[config.mk]
export PLATFORM = sky130hd
export DESIGN_NAME = pmm_ctrl
export DESIGN_NICKNAME = d
export VERILOG_FILES = /design/src/verilog/pmm_pkg.sv /design/src/verilog/pmm_cond_if.sv /design/src/verilog/pmm_input_cond.sv /design/src/verilog/pmm_ctrl.sv
export VERILOG_INCLUDE_DIRS = /design/src /design/src/verilog
export SDC_FILE = /design/constraint.sdc
export NUM_CORES = 1
export LEC_CHECK = 0
export ABC_AREA = 1
export BUFFER_PORTS_ARGS = -buffer_cell sky130_fd_sc_hd__clkbuf_2
export CORE_MARGIN = 2
export CORE_UTILIZATION = 55
export CTS_BUF_LIST = sky130_fd_sc_hd__clkbuf_8
export DETAILED_ROUTE_END_ITERATION = 8
export GPL_TIMING_DRIVEN = 0
export PLACE_DENSITY = 0.76
export SETUP_SLACK_MARGIN = 0.3
export SYNTH_ARGS = -nofsm -noshare
export SYNTH_HDL_FRONTEND = slang
export SYNTH_SLANG_ARGS = --single-unit
export TNS_END_PERCENT = 30
[constraint.sdc]
create_clock -name clk -period 29.7 [get_ports clk]
set_clock_uncertainty 0.1 [all_clocks]
set_input_delay 5.94 -clock clk [delete_from_list [all_inputs] [get_ports clk]]
set_output_delay 5.94 -clock clk [all_outputs]
set_load 0.02 [all_outputs]
[src/verilog/pmm_defines.svh]
// constants of the panel meter min/max and access control block
// assumes inclusion by bare name from the control module
`ifndef PMM_DEFINES_SVH
`define PMM_DEFINES_SVH
// timing figures, in their own units
`define PMM_CLK_NS 20
`define PMM_TICK_NS 100000000
`define PMM_DEBOUNCE_NS 10000000
`define PMM_MSG_TICKS 8'h05
`define PMM_TENTHS_PER_SEC 16'h000a
// user input function codes
`define PMM_FN_W 4
`define PMM_FN_PROGRAM_LOCKOUT_FUNCTION 4'h1
`define PMM_FN_ZERO 4'h2
`define PMM_FN_SEL_MAX 4'h3
`define PMM_FN_RST_MAX 4'h4
`define PMM_FN_RSE_MAX 4'h5
`define PMM_FN_SEL_MIN 4'h6
`define PMM_FN_RST_MIN 4'h7
`define PMM_FN_RSE_MIN 4'h8
`define PMM_FN_RST_HL 4'h9
`define PMM_FN_INTENS 4'ha
`define PMM_FN_PRINT 4'hb
// intensity steps
`define PMM_INT_L0 4'h0
`define PMM_INT_L1 4'h3
`define PMM_INT_L2 4'h8
`define PMM_INT_L3 4'hf
// security codes
`define PMM_CODE_MAX 8'hfa
`define PMM_CODE_UNIV 8'hde
// register offsets
`define PMM_REG_FUNC 8'h00
`define PMM_REG_DLY 8'h04
`define PMM_REG_AZ 8'h08
`define PMM_REG_LOCK 8'h0c
`define PMM_REG_OFFS 8'h10
`define PMM_REG_CODE 8'h14
`define PMM_REG_EXIT 8'h18
`define PMM_REG_MAXV 8'h1c
`define PMM_REG_MINV 8'h20
`define PMM_REG_STAT 8'h24
// fields
`define PMM_DLY_MAX 15:0
`define PMM_DLY_MIN 31:16
`define PMM_AZ_BAND 15:0
`define PMM_AZ_DLY 23:16
`define PMM_AZ_RATE20 24
`define PMM_LK_CODE 7:0
`define PMM_LK_HMAX 8
`define PMM_LK_HMIN 9
`define PMM_LK_HTOT 10
`define PMM_LK_SPVIS 13:12
`define PMM_LK_INT 19:16
`define PMM_VIS_EDIT 2'h1
`define PMM_VIS_RO 2'h0
// reset values
`define PMM_PEAK_RST 16'h0000
`define PMM_CFG_RST 32'h0000_0000
`endif

[src/verilog/pmm_pkg.sv]
// types shared by the panel meter control modules
// assumes the defines header is on the include path
package pmm_pkg;
    typedef enum logic [1:0] {DISP_INPUT, DISP_MAX, DISP_MIN, DISP_TOT} pmm_disp_t;
    typedef enum logic [1:0] {PROG_OFF, PROG_QUICK, PROG_FULL} pmm_prog_t;
endpackage

[src/verilog/pmm_cond_if.sv]
// conditioned input levels and edges between conditioner and control
// assumes one clock domain on both ends
`timescale 1ns/10ps
interface pmm_cond_if #(parameter int N = 5);
    logic [N-1:0] lvl;
    logic [N-1:0] rise;
    modport src(output lvl, output rise);
    modport snk(input lvl, input rise);
endinterface

[src/verilog/pmm_input_cond.sv]
// synchroniser, debouncer and edge detector for key and contact pins
// assumes active-high pins that are asynchronous to clk
`timescale 1ns/10ps
module pmm_input_cond #(
    parameter int N = 5,
    parameter int DEB_CYCLES = 500000
) (
    input wire logic clk,
    input wire logic rst,
    input wire logic [N-1:0] pins_in,
    pmm_cond_if.src cif
);
    localparam int CW = $clog2(DEB_CYCLES + 1);
    wire [N-1:0] lvl_w;
    wire [N-1:0] rise_w;

    genvar gi;
    generate
        for (gi = 0; gi < N; gi++) begin : g_in
            logic s1_reg;
            logic s2_reg;
            logic st_reg;
            logic rise_reg;
            logic [CW-1:0] cnt_reg;
            // two-stage synchroniser; first stage feeds only the second
            always_ff @(posedge clk or posedge rst) begin
                if (rst) begin
                    s1_reg <= 1'b0;
                    s2_reg <= 1'b0;
                end else begin
                    s1_reg <= pins_in[gi];
                    s2_reg <= s1_reg;
                end
            end
            // level accepted only after staying put for the whole window
            always_ff @(posedge clk or posedge rst) begin
                if (rst) begin
                    st_reg <= 1'b0;
                    cnt_reg <= '0;
                    rise_reg <= 1'b0;
                end else begin
                    rise_reg <= 1'b0;
                    if (s2_reg == st_reg) begin
                        cnt_reg <= '0;
                    end else if (cnt_reg == CW'(DEB_CYCLES - 1)) begin
                        st_reg <= s2_reg;
                        cnt_reg <= '0;
                        rise_reg <= s2_reg; // edge taken from clean level
                    end else begin
                        cnt_reg <= cnt_reg + 1'b1;
                    end
                end
            end
            assign lvl_w[gi] = st_reg;
            assign rise_w[gi] = rise_reg;
        end
    endgenerate

    assign cif.lvl = lvl_w;
    assign cif.rise = rise_w;
endmodule

[src/verilog/pmm_ctrl.sv]
// min/max tracking, intensity, print, lock-out and auto-zero control
// assumes a processed signed reading on clk and a serial port done pulse
`timescale 1ns/10ps
`include "pmm_defines.svh"
//Contract
// - while min-select input held, show minimum; tracking runs regardless.
// - release of min-select returns to live reading; display key overrides.
// - reset-min edge flashes message and loads minimum with displayed reading.
// - reset-select-enable min loads on edge, tracks while held, freezes after.
// - display key overrides only shown content, not the min tracking.
// - joint reset edge flashes message, loads max and min with reading.
// - each intensity edge steps brightness cyclically through 0, 3, 8, 15.
// - key-chosen intensity saved only on programming exit; power-up uses saved.
// - print edge starts a transmission; repeat at end while input held.
// - display key steps displays, skipping hidden ones always.
// - hidden max, min or total displays keep updating underneath.
// - quick mode setpoints are read-only, editable or not shown.
// - code 0..250; nonzero needs matching code or 222 for full access.
// - nonzero code: parameter key gives quick mode first, full after code.
// - inactive lockout input grants full; active with zero code gives quick.
// - intensity shown in quick mode when code exceeds zero.
// - new maximum only after staying above it for the delay.
// - new minimum only after staying below it for the delay.
// - twenty-per-second update rate disables periodic re-zero.
// - reading in band for the delay re-zeroes, restarts timer.
// - zero band disables auto-zero tracking.
// - offset updated after each zero and writable by software.
// - zero command subtracts displayed value from offset.
// - maintained functions follow any active input; momentary fire per edge.
module pmm_ctrl import pmm_pkg::*; #(
    parameter int NUM_UIN = 3,
    parameter int TICK_CYCLES = `PMM_TICK_NS / `PMM_CLK_NS,
    parameter int DEB_CYCLES = `PMM_DEBOUNCE_NS / `PMM_CLK_NS
) (
    input wire logic clk,
    input wire logic rst,
    input wire logic [NUM_UIN-1:0] user_in,
    input wire logic dsp_key,
    input wire logic parameter_key,
    input wire logic signed [15:0] gross_reading,
    input wire logic tx_done,
    input wire logic [7:0] addr,
    input wire logic [31:0] wdata,
    input wire logic wr_stb,
    input wire logic rd_stb,
    output logic [31:0] rdata,
    output logic signed [15:0] shown_value,
    output pmm_disp_t disp_sel,
    output logic reset_msg,
    output logic [3:0] intensity,
    output logic print_start,
    output pmm_prog_t prog_mode,
    output logic qp_intensity,
    output logic qp_sp_visible,
    output logic qp_sp_editable,
    output logic rezero_enable,
    output logic nv_save
);
    localparam int NIN = NUM_UIN + 2;
    localparam int TW = $clog2(TICK_CYCLES + 1);

    pmm_cond_if #(.N(NIN)) uc();
    pmm_input_cond #(.N(NIN), .DEB_CYCLES(DEB_CYCLES)) u_cond (
        .clk(clk),
        .rst(rst),
        .pins_in({parameter_key, dsp_key, user_in}),
        .cif(uc)
    );

    logic [31:0] func_reg, dly_reg, az_reg, lock_reg;
    logic signed [15:0] offset_reg, disp_reg, max_reg, min_reg;
    logic [15:0] max_cnt_reg, min_cnt_reg, az_cnt_reg;
    logic [TW-1:0] tick_cnt_reg;
    logic tick_reg, ovr_reg, sel_prev_reg, busy_reg;
    logic [7:0] msg_cnt_reg;
    logic [3:0] saved_int_reg;

    // assignment of a function code to each user input
    function automatic logic [NUM_UIN-1:0] fmask(input logic [3:0] code);
        logic [NUM_UIN-1:0] m;
        m = '0;
        for (int i = 0; i < NUM_UIN; i++) begin
            m[i] = (func_reg[i*`PMM_FN_W +: `PMM_FN_W] == code);
        end
        return m;
    endfunction
    // maintained level and momentary edge over all inputs of one function
    function automatic logic lv(input logic [3:0] code);
        return |(fmask(code) & uc.lvl[NUM_UIN-1:0]);
    endfunction
    function automatic logic ev(input logic [3:0] code);
        return |(fmask(code) & uc.rise[NUM_UIN-1:0]);
    endfunction

    wire dsp_e = uc.rise[NUM_UIN];
    wire par_e = uc.rise[NUM_UIN+1];
    logic sel_min_l, sel_max_l, sel_any, rst_min_e, rst_max_e, hl_e, zero_e;
    logic intens_e, print_e, print_l, program_lockout_function_cfg, program_lockout_function_act, min_frz, max_frz;
    // function decode; a process, so that changes read inside the helpers wake it
    always_comb begin
        sel_min_l = lv(`PMM_FN_SEL_MIN) | lv(`PMM_FN_RSE_MIN);
        sel_max_l = lv(`PMM_FN_SEL_MAX) | lv(`PMM_FN_RSE_MAX);
        sel_any = sel_min_l | sel_max_l;
        rst_min_e = ev(`PMM_FN_RST_MIN) | ev(`PMM_FN_RSE_MIN);
        rst_max_e = ev(`PMM_FN_RST_MAX) | ev(`PMM_FN_RSE_MAX);
        hl_e = ev(`PMM_FN_RST_HL);
        zero_e = ev(`PMM_FN_ZERO);
        intens_e = ev(`PMM_FN_INTENS);
        print_e = ev(`PMM_FN_PRINT);
        print_l = lv(`PMM_FN_PRINT);
        program_lockout_function_cfg = |fmask(`PMM_FN_PROGRAM_LOCKOUT_FUNCTION);
        program_lockout_function_act = lv(`PMM_FN_PROGRAM_LOCKOUT_FUNCTION);
        // freeze only when the enable style is assigned and released
        min_frz = (|fmask(`PMM_FN_RSE_MIN)) & ~lv(`PMM_FN_RSE_MIN);
        max_frz = (|fmask(`PMM_FN_RSE_MAX)) & ~lv(`PMM_FN_RSE_MAX);
    end
    wire wr_func = wr_stb & (addr == `PMM_REG_FUNC);
    wire wr_lock = wr_stb & (addr == `PMM_REG_LOCK);
    wire wr_offs = wr_stb & (addr == `PMM_REG_OFFS);
    wire wr_code = wr_stb & (addr == `PMM_REG_CODE);
    wire wr_exit = wr_stb & (addr == `PMM_REG_EXIT);
    wire [7:0] code_cfg = lock_reg[`PMM_LK_CODE];
    wire [15:0] az_band = az_reg[`PMM_AZ_BAND];
    wire [15:0] az_lim = 16'(az_reg[`PMM_AZ_DLY]) * `PMM_TENTHS_PER_SEC;
    wire [15:0] disp_abs = disp_reg[15] ? 16'(-disp_reg) : disp_reg;
    wire az_en = (az_band != 16'h0000) & ~az_reg[`PMM_AZ_RATE20];
    wire az_in = az_en & (disp_abs <= az_band);
    wire az_fire = az_in & tick_reg & (az_cnt_reg >= az_lim);

    // tenth-second time base shared by all delay timers
    always_ff @(posedge clk or posedge rst) begin
        if (rst) begin
            tick_cnt_reg <= '0;
            tick_reg <= 1'b0;
        end else if (tick_cnt_reg == TW'(TICK_CYCLES - 1)) begin
            tick_cnt_reg <= '0;
            tick_reg <= 1'b1;
        end else begin
            tick_cnt_reg <= tick_cnt_reg + 1'b1;
            tick_reg <= 1'b0;
        end
    end

    // configuration registers; security code clamps to its top value
    always_ff @(posedge clk or posedge rst) begin
        if (rst) begin
            func_reg <= `PMM_CFG_RST;
            dly_reg <= `PMM_CFG_RST;
            az_reg <= `PMM_CFG_RST;
            lock_reg <= `PMM_CFG_RST;
        end else if (wr_stb) begin
            if (wr_func) func_reg <= wdata;
            if (addr == `PMM_REG_DLY) dly_reg <= wdata;
            if (addr == `PMM_REG_AZ) az_reg <= wdata;
            if (wr_lock) begin
                lock_reg <= wdata;
                if (wdata[`PMM_LK_CODE] > `PMM_CODE_MAX) begin
                    lock_reg[`PMM_LK_CODE] <= `PMM_CODE_MAX;
                end
            end
        end
    end

    // relative reading: gross plus offset
    always_ff @(posedge clk or posedge rst) begin
        if (rst) disp_reg <= `PMM_PEAK_RST;
        else disp_reg <= 16'(gross_reading + offset_reg);
    end

    // offset: software write beats tare and auto-zero, which make the same subtraction
    always_ff @(posedge clk or posedge rst) begin
        if (rst) begin
            offset_reg <= `PMM_PEAK_RST;
        end else if (wr_offs) begin
            offset_reg <= wdata[15:0];
        end else if (zero_e || az_fire) begin
            offset_reg <= 16'(offset_reg - disp_reg);
        end
    end

    // auto-zero timer restarts when out of band or after firing
    always_ff @(posedge clk or posedge rst) begin
        if (rst) az_cnt_reg <= '0;
        else if (!az_in || az_fire) az_cnt_reg <= '0;
        else if (tick_reg) az_cnt_reg <= az_cnt_reg + 1'b1;
    end

    // maximum tracker; runs even when hidden or not shown
    always_ff @(posedge clk or posedge rst) begin
        if (rst) begin
            max_reg <= `PMM_PEAK_RST;
            max_cnt_reg <= '0;
        end else if (rst_max_e || hl_e) begin
            max_reg <= disp_reg;
            max_cnt_reg <= '0;
        end else if (!max_frz && disp_reg > max_reg) begin
            if (max_cnt_reg >= dly_reg[`PMM_DLY_MAX]) begin
                max_reg <= disp_reg;
                max_cnt_reg <= '0;
            end else if (tick_reg) begin
                max_cnt_reg <= max_cnt_reg + 1'b1;
            end
        end else begin
            max_cnt_reg <= '0;
        end
    end

    // minimum tracker; display key never touches it
    always_ff @(posedge clk or posedge rst) begin
        if (rst) begin
            min_reg <= `PMM_PEAK_RST;
            min_cnt_reg <= '0;
        end else if (rst_min_e || hl_e) begin
            min_reg <= disp_reg;
            min_cnt_reg <= '0;
        end else if (!min_frz && disp_reg < min_reg) begin
            if (min_cnt_reg >= dly_reg[`PMM_DLY_MIN]) begin
                min_reg <= disp_reg;
                min_cnt_reg <= '0;
            end else if (tick_reg) begin
                min_cnt_reg <= min_cnt_reg + 1'b1;
            end
        end else begin
            min_cnt_reg <= '0;
        end
    end

    // next display in the key cycle, hidden ones skipped
    function automatic pmm_disp_t next_disp(input pmm_disp_t cur);
        logic [1:0] c;
        c = cur;
        for (int k = 0; k < 4; k++) begin
            c = c + 2'h1;
            if (!((c == DISP_MAX && lock_reg[`PMM_LK_HMAX]) ||
                  (c == DISP_MIN && lock_reg[`PMM_LK_HMIN]) ||
                  (c == DISP_TOT && lock_reg[`PMM_LK_HTOT]))) break;
        end
        return pmm_disp_t'(c);
    endfunction

    // display selection; key press overrides a held select input
    always_ff @(posedge clk or posedge rst) begin
        if (rst) begin
            disp_sel <= DISP_INPUT;
            ovr_reg <= 1'b0;
            sel_prev_reg <= 1'b0;
        end else begin
            sel_prev_reg <= sel_any;
            if (dsp_e && prog_mode == PROG_OFF) begin
                disp_sel <= next_disp(disp_sel);
                ovr_reg <= sel_any;
            end else if (sel_min_l && !ovr_reg) begin
                disp_sel <= DISP_MIN;
            end else if (sel_max_l && !ovr_reg) begin
                disp_sel <= DISP_MAX;
            end else if (sel_prev_reg && !sel_any) begin
                disp_sel <= DISP_INPUT;
                ovr_reg <= 1'b0;
            end
        end
    end

    // shown value follows the selection; total is muxed downstream
    always_ff @(posedge clk or posedge rst) begin
        if (rst) shown_value <= `PMM_PEAK_RST;
        else if (disp_sel == DISP_MIN) shown_value <= min_reg;
        else if (disp_sel == DISP_MAX) shown_value <= max_reg;
        else shown_value <= disp_reg;
    end

    // reset message flashes for a few ticks after any reset or tare
    always_ff @(posedge clk or posedge rst) begin
        if (rst) begin
            msg_cnt_reg <= '0;
            reset_msg <= 1'b0;
        end else begin
            if (rst_min_e || rst_max_e || hl_e || zero_e) begin
                msg_cnt_reg <= `PMM_MSG_TICKS;
            end else if (tick_reg && msg_cnt_reg != 8'h00) begin
                msg_cnt_reg <= msg_cnt_reg - 8'h01;
            end
            reset_msg <= (msg_cnt_reg != 8'h00);
        end
    end

    // intensity; only a programming exit commits it to storage
    always_ff @(posedge clk or posedge rst) begin
        if (rst) begin
            intensity <= `PMM_INT_L3;
            saved_int_reg <= `PMM_INT_L3;
            nv_save <= 1'b0;
        end else begin
            nv_save <= wr_exit && prog_mode != PROG_OFF;
            if (wr_lock) begin
                intensity <= wdata[`PMM_LK_INT]; // restored level at power-up
                saved_int_reg <= wdata[`PMM_LK_INT];
            end else if (intens_e) begin
                case (intensity)
                    `PMM_INT_L0: intensity <= `PMM_INT_L1;
                    `PMM_INT_L1: intensity <= `PMM_INT_L2;
                    `PMM_INT_L2: intensity <= `PMM_INT_L3;
                    default: intensity <= `PMM_INT_L0;
                endcase
            end
            if (wr_exit && prog_mode != PROG_OFF) saved_int_reg <= intensity;
        end
    end

    // programming access decision on the parameter key
    always_ff @(posedge clk or posedge rst) begin
        if (rst) begin
            prog_mode <= PROG_OFF;
            qp_intensity <= 1'b0;
        end else if (wr_exit) begin
            prog_mode <= PROG_OFF;
        end else if (par_e && prog_mode == PROG_OFF) begin
            qp_intensity <= (code_cfg != 8'h00);
            if (program_lockout_function_cfg && !program_lockout_function_act) prog_mode <= PROG_FULL;
            else if (code_cfg == 8'h00 && !program_lockout_function_act) prog_mode <= PROG_FULL;
            else prog_mode <= PROG_QUICK;
        end else if (wr_code && prog_mode == PROG_QUICK && code_cfg != 8'h00) begin
            if (wdata[7:0] == code_cfg || wdata[7:0] == `PMM_CODE_UNIV) begin
                prog_mode <= PROG_FULL;
            end
        end
    end

    // quick-mode setpoint visibility, three-way
    always_ff @(posedge clk or posedge rst) begin
        if (rst) begin
            qp_sp_visible <= 1'b0;
            qp_sp_editable <= 1'b0;
            rezero_enable <= 1'b0;
        end else begin
            qp_sp_visible <= lock_reg[`PMM_LK_SPVIS] == `PMM_VIS_RO ||
                             lock_reg[`PMM_LK_SPVIS] == `PMM_VIS_EDIT;
            qp_sp_editable <= lock_reg[`PMM_LK_SPVIS] == `PMM_VIS_EDIT;
            rezero_enable <= ~az_reg[`PMM_AZ_RATE20];
        end
    end

    // print requests; serial port reports the end of each block
    always_ff @(posedge clk or posedge rst) begin
        if (rst) begin
            print_start <= 1'b0;
            busy_reg <= 1'b0;
        end else begin
            print_start <= (print_e && !busy_reg && !print_start) ||
                           (tx_done && busy_reg && print_l);
            if (print_start) busy_reg <= 1'b1;
            else if (tx_done) busy_reg <= 1'b0;
        end
    end

    // register reads: data only in the cycle after the strobe
    always_ff @(posedge clk or posedge rst) begin
        if (rst) begin
            rdata <= '0;
        end else if (!rd_stb) begin
            rdata <= '0;
        end else begin
            case (addr)
                `PMM_REG_FUNC: rdata <= func_reg;
                `PMM_REG_DLY: rdata <= dly_reg;
                `PMM_REG_AZ: rdata <= az_reg;
                `PMM_REG_LOCK: rdata <= {lock_reg[31:20], saved_int_reg, lock_reg[15:0]};
                `PMM_REG_OFFS: rdata <= 32'(unsigned'(offset_reg));
                `PMM_REG_MAXV: rdata <= 32'(unsigned'(max_reg));
                `PMM_REG_MINV: rdata <= 32'(unsigned'(min_reg));
                `PMM_REG_STAT: rdata <= {22'h0, busy_reg, reset_msg, intensity,
                                         prog_mode, disp_sel};
                default: rdata <= '0;
            endcase
        end
    end
endmodule

==> metrics.txt, run 1 <==
sequential element share of the synthesized area=44.6%; Tmin final=7960 ps; DR WL/cell=18.5 um; post-synth top area share=43.8%; clk slew on worst S/H paths=60 ps; Synth Area in Simple Gates=roughly a quarter; largest family of logic cells by synthesized area=simple AND/OR/NAND/NOR gates; Die Span X=219 um; Synth cell types=62; Fin. Hold Viols=0; cells after synthesis=approximately 3200; R2R Path Start=disp_reg[0]$_DFF_PP0_; Slew HR=40.2%; Yosys reg bits=453; Worst-Skew Late Latency=690 ps; clock share of power=34.9%; first-pass detailed-route iteration total=6; largest net degree at the start of global routing=134; DR vias=23300; P_leak=14.2 nW; Nets=3587; port buffer count=127; Comb power frac=24.9%; crit-path cells=clkbuf_2, nor2_1, nand2_1, nor2_1, nand2_1, clkbuf_1, o2111ai_1, nor3_1, nor2_1; area leader, netlist=dfrtp_1; CP most frequent cell=nor2_1; final core utilization=a little over three fifths; setup bufs post-CTS=0; FP Rows=78; Switching Share=34.4%; Setup crit start=addr[7]; cell at the slowest stage of the critical path=o2111ai_1; io pins=~130; Compound-Gate Fraction of Synth Area=11.8%; peak supply drop=0.0447 mV; kind of critical path=input pin to flip-flop; first-pass GRT wire length=118 mm; top_reg_cell synth=dfrtp_1; end of the critical path=rdata[6]$_DFF_PP0_; synthesized-area fraction occupied by adder cells=under 10%; grt total ovfl=0; period utilisation layout=26.8%; most numerous cell in the Yosys netlist=nand2_1; P&R area growth vs syn=12.5%; syn_area_per_cell=8.05 um^2; setup_tns=0 ps; RSZ-0062 raised after global routing=false; total die area=48000 um^2; CP startpoint kind=input pin; post_cts resized=0; Psw=0.000608 W; Starting Density=55.9%; CP peak stage delay=670 ps; initial antenna violation count=4; area of the core=about 45000 um^2; Critical Path RT=30190 ps; PD cells=between 60 and 70 nW/um^2; final wirelength=approximately 75 mm; Setup WS post-layout=21740 ps; CP bufs+invs=2; cell count along the critical path=9; CTS H-tree depth=3; Final Setup Violations=0; Die Y=219 um; mux cell area share after synthesis=0%; ANT nets after route=0; internal power=roughly 0.0012 W; DRC=0; clock buffer count from CTS=between 70 and 80; CP top delay family=simple AND/OR/NAND/NOR gates; critical path fanouts, max=10; number of global-route vias before repair=approximately 23000; xor and xnor fraction of the mapped netlist area=4.27%; initial DRC count=2323; via/cell ratio=5.78; CTS tree=yes; Syn. warnings=0; most area-consuming cells after synthesis=dfrtp_1 (44%), nand2_1 (10%), ha_1 (7.4%), inv_1 (6.0%), o21ai_0 (4.6%); max reg flops=95; Tightest Hold Check Type=flip-flop to flip-flop; area of the mapped netlist=between 20000 and 30000 um^2; status=finished, final reports clean; Area after DPL=26900 um^2; DP HPWL=55.6 mm; Sequential Power Share=between 40 and 50%; pre-CTS setup slack=21250 ps; CTS sink count=between 400 and 500; fmax=0.126 GHz; slack of the worst reg-to-reg path=approximately 25000 ps; total power=0.00177 W; pins over their slew limit=0; CTS Hold Bufs=0; Placer Congestion=0.983; synth cell count leaders=nand2_1 (692), dfrtp_1 (445), inv_1 (409), nor2_1 (283), o21ai_0 (234); layout cells sized above 1=9.82%; Reg2Reg Depth=19; Root Driver=clkbuf_8; clock buffer depth=3; Setup crit end kind=flip-flop; Worst-Margin Slew=896 ps; all-layer global routing usage=31.6%; syn nets=3377; maxcap violations=0; CP arrival=8450 ps; number of synthesized flops with an enable pin=0; Async S/R FF share, synth=100%; reg2reg end=az_cnt_reg[2]$_DFFE_PP0P_; fin area=28600 um^2
-- kinds of logic (layout without fill, tap and decap cells) --
| logic type | count (synthesis) | count (layout) |
|---|---|---|
| XOR/XNOR | 124 | 124 |
| buffers and inverters | 497 | 771 |
| other | 0 | 2 |
| AO/OA/AOI/OAI | 530 | 530 |
| adder cells (fa/ha/maj) | 153 | 153 |
| AND/OR/NAND/NOR | 1401 | 1401 |
| flip-flops | 453 | 453 |
-- worst reg2reg max path, stage by stage, from the launching register on --
cell     delay, ps
dfrtp_1        500
inv_1          280
ha_1           200
inv_1           50
nor3_1         200
nand3_1        180
o41ai_1        630
nand2_1        160
xor2_1         180
ha_1           290
nand2_1         60
inv_1           50
nand3_1         90
nor3_1         210
nand3_1        100
nand2_1        140
nand2_1        220
nor2_2         370
buf_2          280
o21ai_0        110
-- layout make-up --
class	count	area, um^2
Sequential cell	453	11300
Fill cell	3994	16900
Clock buffer	97	1340
Clock inverter	47	374
Tap cell	600	751
Inverter	424	1600
Multi-Input combinational cell	2208	12200
Buffer	73	343
Timing Repair Buffer	130	718
Antenna cell	2	5.00
-- metrics by stage --
step                      hold WS [ps]  instances
after floorplan                    231       3158
after global placement             235       3885
after detailed placement           236       3888
after CTS                          247       4032
after global routing               248       4032
final                              243       4034
-- cell usage in the layout (no fill, tap or decap), drive strengths merged, types with 100 or more instances in the layout --
cell type | Yosys | final
a21oi | 146 | 146
o21ai | 247 | 247
ha | 150 | 150
nand3 | 186 | 186
xor2 | 100 | 100
clkbuf | 49 | 273
inv | 421 | 442
dfrtp | 445 | 445
nor2 | 298 | 298
nand2 | 701 | 701
-- routing by layer --
metal	wire length [um]	global-route usage, %	vias to the layer above	share of wire, %
li1	-	-	10900	-
met1	29600	40.3	11100	40
met2	33700	49.6	1064	45
met3	7350	7.93	282	9.9
met4	3910	16.6	4	5.2
met5	29	0	-	0.039
-- power groups by stage --
stage | registers [W] | clock network [W] | logic, W
detailed placement | 0.000718 | 0 | 0.000428
CTS | 0.000708 | 0.000626 | 0.000430
global placement | 0.000718 | 0 | 0.000411
finish | 0.000711 | 0.000617 | 0.000439
floorplan | 0.000710 | 0 | 0.000307
global route | 0.000714 | 0.000656 | 0.000491
-- worst min-delay path by stage --
stage / from / to / slack, ps / cells past startpoint
2_1_floorplan: u_cond.g_in[0].s1_reg$_DFF_PP0_ / u_cond.g_in[0].s2_reg$_DFF_PP0_ / 230 / 0
3_3_place_gp: u_cond.g_in[3].s1_reg$_DFF_PP0_ / u_cond.g_in[3].s2_reg$_DFF_PP0_ / 230 / 0
3_5_place_dp: u_cond.g_in[0].s1_reg$_DFF_PP0_ / u_cond.g_in[0].s2_reg$_DFF_PP0_ / 240 / 0
4_1_cts: u_cond.g_in[3].s1_reg$_DFF_PP0_ / u_cond.g_in[3].s2_reg$_DFF_PP0_ / 250 / 0
5_1_grt: u_cond.g_in[0].s1_reg$_DFF_PP0_ / u_cond.g_in[0].s2_reg$_DFF_PP0_ / 250 / 0
6_report: u_cond.g_in[0].s1_reg$_DFF_PP0_ / u_cond.g_in[0].s2_reg$_DFF_PP0_ / 240 / 0
(Power assumes the default switching activity.)
==> run 2, diff against run 1 <==
--- a/config.mk
+++ b/config.mk
@@ -6,7 +6,7 @@
 export SDC_FILE = /design/constraint.sdc
 export NUM_CORES = 1
 export LEC_CHECK = 0
-export ABC_AREA = 1
+export ABC_AREA = 0
 export BUFFER_PORTS_ARGS = -buffer_cell sky130_fd_sc_hd__clkbuf_2
 export CORE_MARGIN = 2
 export CORE_UTILIZATION = 55
==> constraint.sdc (replaced) <==
create_clock -name clk -period 7.4 [get_ports clk]
set_clock_uncertainty 0.1 [all_clocks]
set_input_delay 1.48 -clock clk [delete_from_list [all_inputs] [get_ports clk]]
set_output_delay 1.48 -clock clk [all_outputs]
set_load 0.02 [all_outputs]
==> run 2 against run 1 <==
Area after synthesis decreased by 4.1%. Synthesized cell count decreased by 24%. Critical path depth increased by 7. Wire length decreased by 13%. Cell count decreased by 19%. Total power increased to 3.7 times the previous value. Core utilization decreased by 0.061 points. Sequential cell count unchanged. Final area decreased by 3.3%. First-iteration DRC count decreased by 26%. Sequential share of layout area increased by 1.3 points.
==> metrics.txt, run 2 <==
Syn. warnings=0 (unchanged); layout cells sized above 1=15.1% (+5.3 points); Die Y=215 um (-2.1%); first-pass detailed-route iteration total=6 (unchanged); DR WL/cell=19.7 um (+6.7%); area leader, netlist=dfrtp_1; pre-CTS setup slack=2360 ps (-18890 ps); commonest non-fill, non-tap cell in the layout=dfrtp_1; cells after synthesis=2413 (-24%); Yosys reg bits=453 (unchanged); PD cells=233 nW/um^2 (+280%); Setup WS post-layout=2260 ps (-19480 ps); total die area=46000 um^2 (-4.1%); CTS H-tree depth=3 (unchanged); ANT nets after route=0 (unchanged); Hold Path End=u_cond.g_in[0].s2_reg$_DFF_PP0_; Tightest Hold Check Type=flip-flop to flip-flop; Placer Congestion=0.906 (-7.9%); setup bufs post-CTS=0 (unchanged); Async S/R FF share, synth=100% (unchanged); status=finished, final reports clean; largest net degree at the start of global routing=44 (-67%); syn_area_per_cell=10.1 um^2 (+25%); Tmin final=5140 ps; number of synthesized flops with an enable pin=0 (unchanged); pins over their slew limit=0 (unchanged); CTS sink count=453 (unchanged); io pins=129 (unchanged); clk slew on worst S/H paths=60 ps (about the same); Starting Density=55.4% (-0.55 points); initial antenna violation count=1 (-3); reg2reg end=offset_reg[7]$_DFFE_PP0P_; Synth Area in Simple Gates=16.1% (-8.1 points); Fin. Hold Viols=0 (unchanged); worst hold slack=255 ps (+11.3 ps); total power=0.00645 W (+270%); RSZ-0062 raised after global routing=false; Hold Startpoint=u_cond.g_in[0].s1_reg$_DFF_PP0_; maxcap violations=0 (unchanged); top_reg_cell synth=dfrtp_1; Root Driver=clkbuf_8; slack of the worst reg-to-reg path=2260 ps (-22910 ps); DRC=0 (unchanged); all-layer global routing usage=28.4% (-3.2 points); largest family of logic cells by synthesized area=simple AND/OR/NAND/NOR gates; R2R Path Start=disp_reg[1]$_DFF_PP0_; period utilisation layout=69.5%; synth cell count leaders=dfrtp_1 (445), nor2_1 (237), nand2_1 (212), ha_1 (150), inv_1 (149); Synth cell types=85 (+37%); final wirelength=64.7 mm (-13%); port buffer count=124 (-2.4%); number of global-route vias before repair=19500 (-14%); first-pass GRT wire length=103 mm (-13%); most frequent cells in the layout=dfrtp_1 (445), nor2_1 (237), nand2_1 (212); CP arrival=5550 ps (-2900 ps); post_cts resized=0 (unchanged); CTS tree=yes; via/cell ratio=5.92 (+2.3%); Slew HR=27.5% (-13 points); fmax=0.195 GHz; xor and xnor fraction of the mapped netlist area=7.01% (+2.7 points); P_leak=12.9 nW (-9.4%); area of the mapped netlist=24400 um^2 (-4.1%); critical path fanouts, max=10 (unchanged); kind of critical path=flip-flop to flip-flop; Final Setup Violations=0 (unchanged); most numerous cell in the Yosys netlist=dfrtp_1; syn nets=2632 (-22%); Critical Path RT=7810 ps (-22380 ps); clock buffer count from CTS=77 (-1.3%); clock buffer depth=3 (unchanged); fill count=3606 (-9.7%); Worst-Margin Slew=1070 ps (+177 ps); Die Span X=215 um (-2.1%); CTS Hold Bufs=0 (unchanged); DR vias=19400 (-17%); post-synth top area share=45.7% (+1.9 points); P&R area growth vs syn=13.6%; DP HPWL=48.9 mm (-12%); peak supply drop=0.134 mV (+200%); synthesized-area fraction occupied by adder cells=7.94% (+0.33 points); Worst-Skew Late Latency=660 ps (-30 ps); sequential element share of the synthesized area=46.5% (+1.9 points); area of the core=44000 um^2 (-3.2%); Nets=2847 (-21%); grt total ovfl=0 (unchanged); max reg flops=95 (unchanged); CP startpoint kind=flip-flop; FP Rows=77 (-1.3%); most area-consuming cells after synthesis=dfrtp_1 (46%), ha_1 (7.7%), mux2_2 (5.2%), xor2_1 (4.0%), nor2_1 (3.6%); Setup crit end kind=flip-flop; hold path depth=0 (unchanged); Reg2Reg Depth=16 (-3); initial DRC count=1719 (-26%); mux cell area share after synthesis=7.70% (+7.7 points); Compound-Gate Fraction of Synth Area=11.0% (-0.73 points)
## run 2: critical path, cell delays in order (launching register included)
cell      delay [ps]
dfrtp_1          490
inv_1            250
ha_1             240
nand2_1          130
or3_1            390
nand2b_1         180
o41ai_1          300
xnor2_1          120
ha_1             330
nand4_1          200
or3_1            410
nor3_1           660
o211ai_2         390
nand2_4          260
buf_4            240
mux2i_1          210
a21oi_1           90
## run 2: cell families after synthesis
logic type | after synthesis
buf+inv | 231
compound gates | 403
simple gates | 805
mux | 173
xor+xnor | 195
fa+ha+maj | 153
flops | 453
## run 2: through the flow
stage               utilization, %  cell area (um^2)  instances  setup TNS, ps
floorplan                        -             24400       2413        -133750
global placement              58.5             25700       3129       -1192090
detailed placement            59.0             26000       3141              0
CTS                           62.9             27700       3276              0
global route                  62.9             27700       3276              0
finish                        62.9             27700       3278              0
## run 2: worst max path at each step
stage / start / end / cells after the start
6_report: disp_reg[1]$_DFF_PP0_ / offset_reg[7]$_DFFE_PP0P_ / 16
3_3_place_gp: rst / u_cond.g_in[3].cnt_reg[9]$_DFF_PP0_ / 2
2_1_floorplan: rst / az_cnt_reg[0]$_DFFE_PP0P_ / 1
5_1_grt: disp_reg[1]$_DFF_PP0_ / offset_reg[14]$_DFFE_PP0P_ / 17
4_1_cts: disp_reg[1]$_DFF_PP0_ / offset_reg[7]$_DFFE_PP0P_ / 17
3_5_place_dp: disp_reg[1]$_DFF_PP0_ / offset_reg[8]$_DFFE_PP0P_ / 15
## run 2: layout make-up
type	instances	area (um^2)	area share, %
multi-input combinational	1729	12100	43.8
sequential	453	11300	41.0
clock buffer	97	1340	4.82
timing repair buffer	136	861	3.11
tap	592	741	2.68
inverter	149	563	2.03
clock inverter	38	360	1.30
buffer	82	345	1.25
antenna	2	5.00	0.0181
## run 2: layer usage
layer  track usage [%]  wire length, um  vias to the layer above
met5                 0                0                        -
met4              13.2             3080                        0
met3              5.05             4600                      184
met2              45.7            29900                      734
met1              37.5            27100                     9522
li1                  -                -                     8959
## run 2: report_power, final
| part | switching [W] | total (W) | internal (W) |
|---|---|---|---|
| Combinational | 0.000677 | 0.00115 | 0.000468 |
| Sequential | 0.000193 | 0.00284 | 0.00265 |
| Clock | 0.00104 | 0.00247 | 0.00143 |
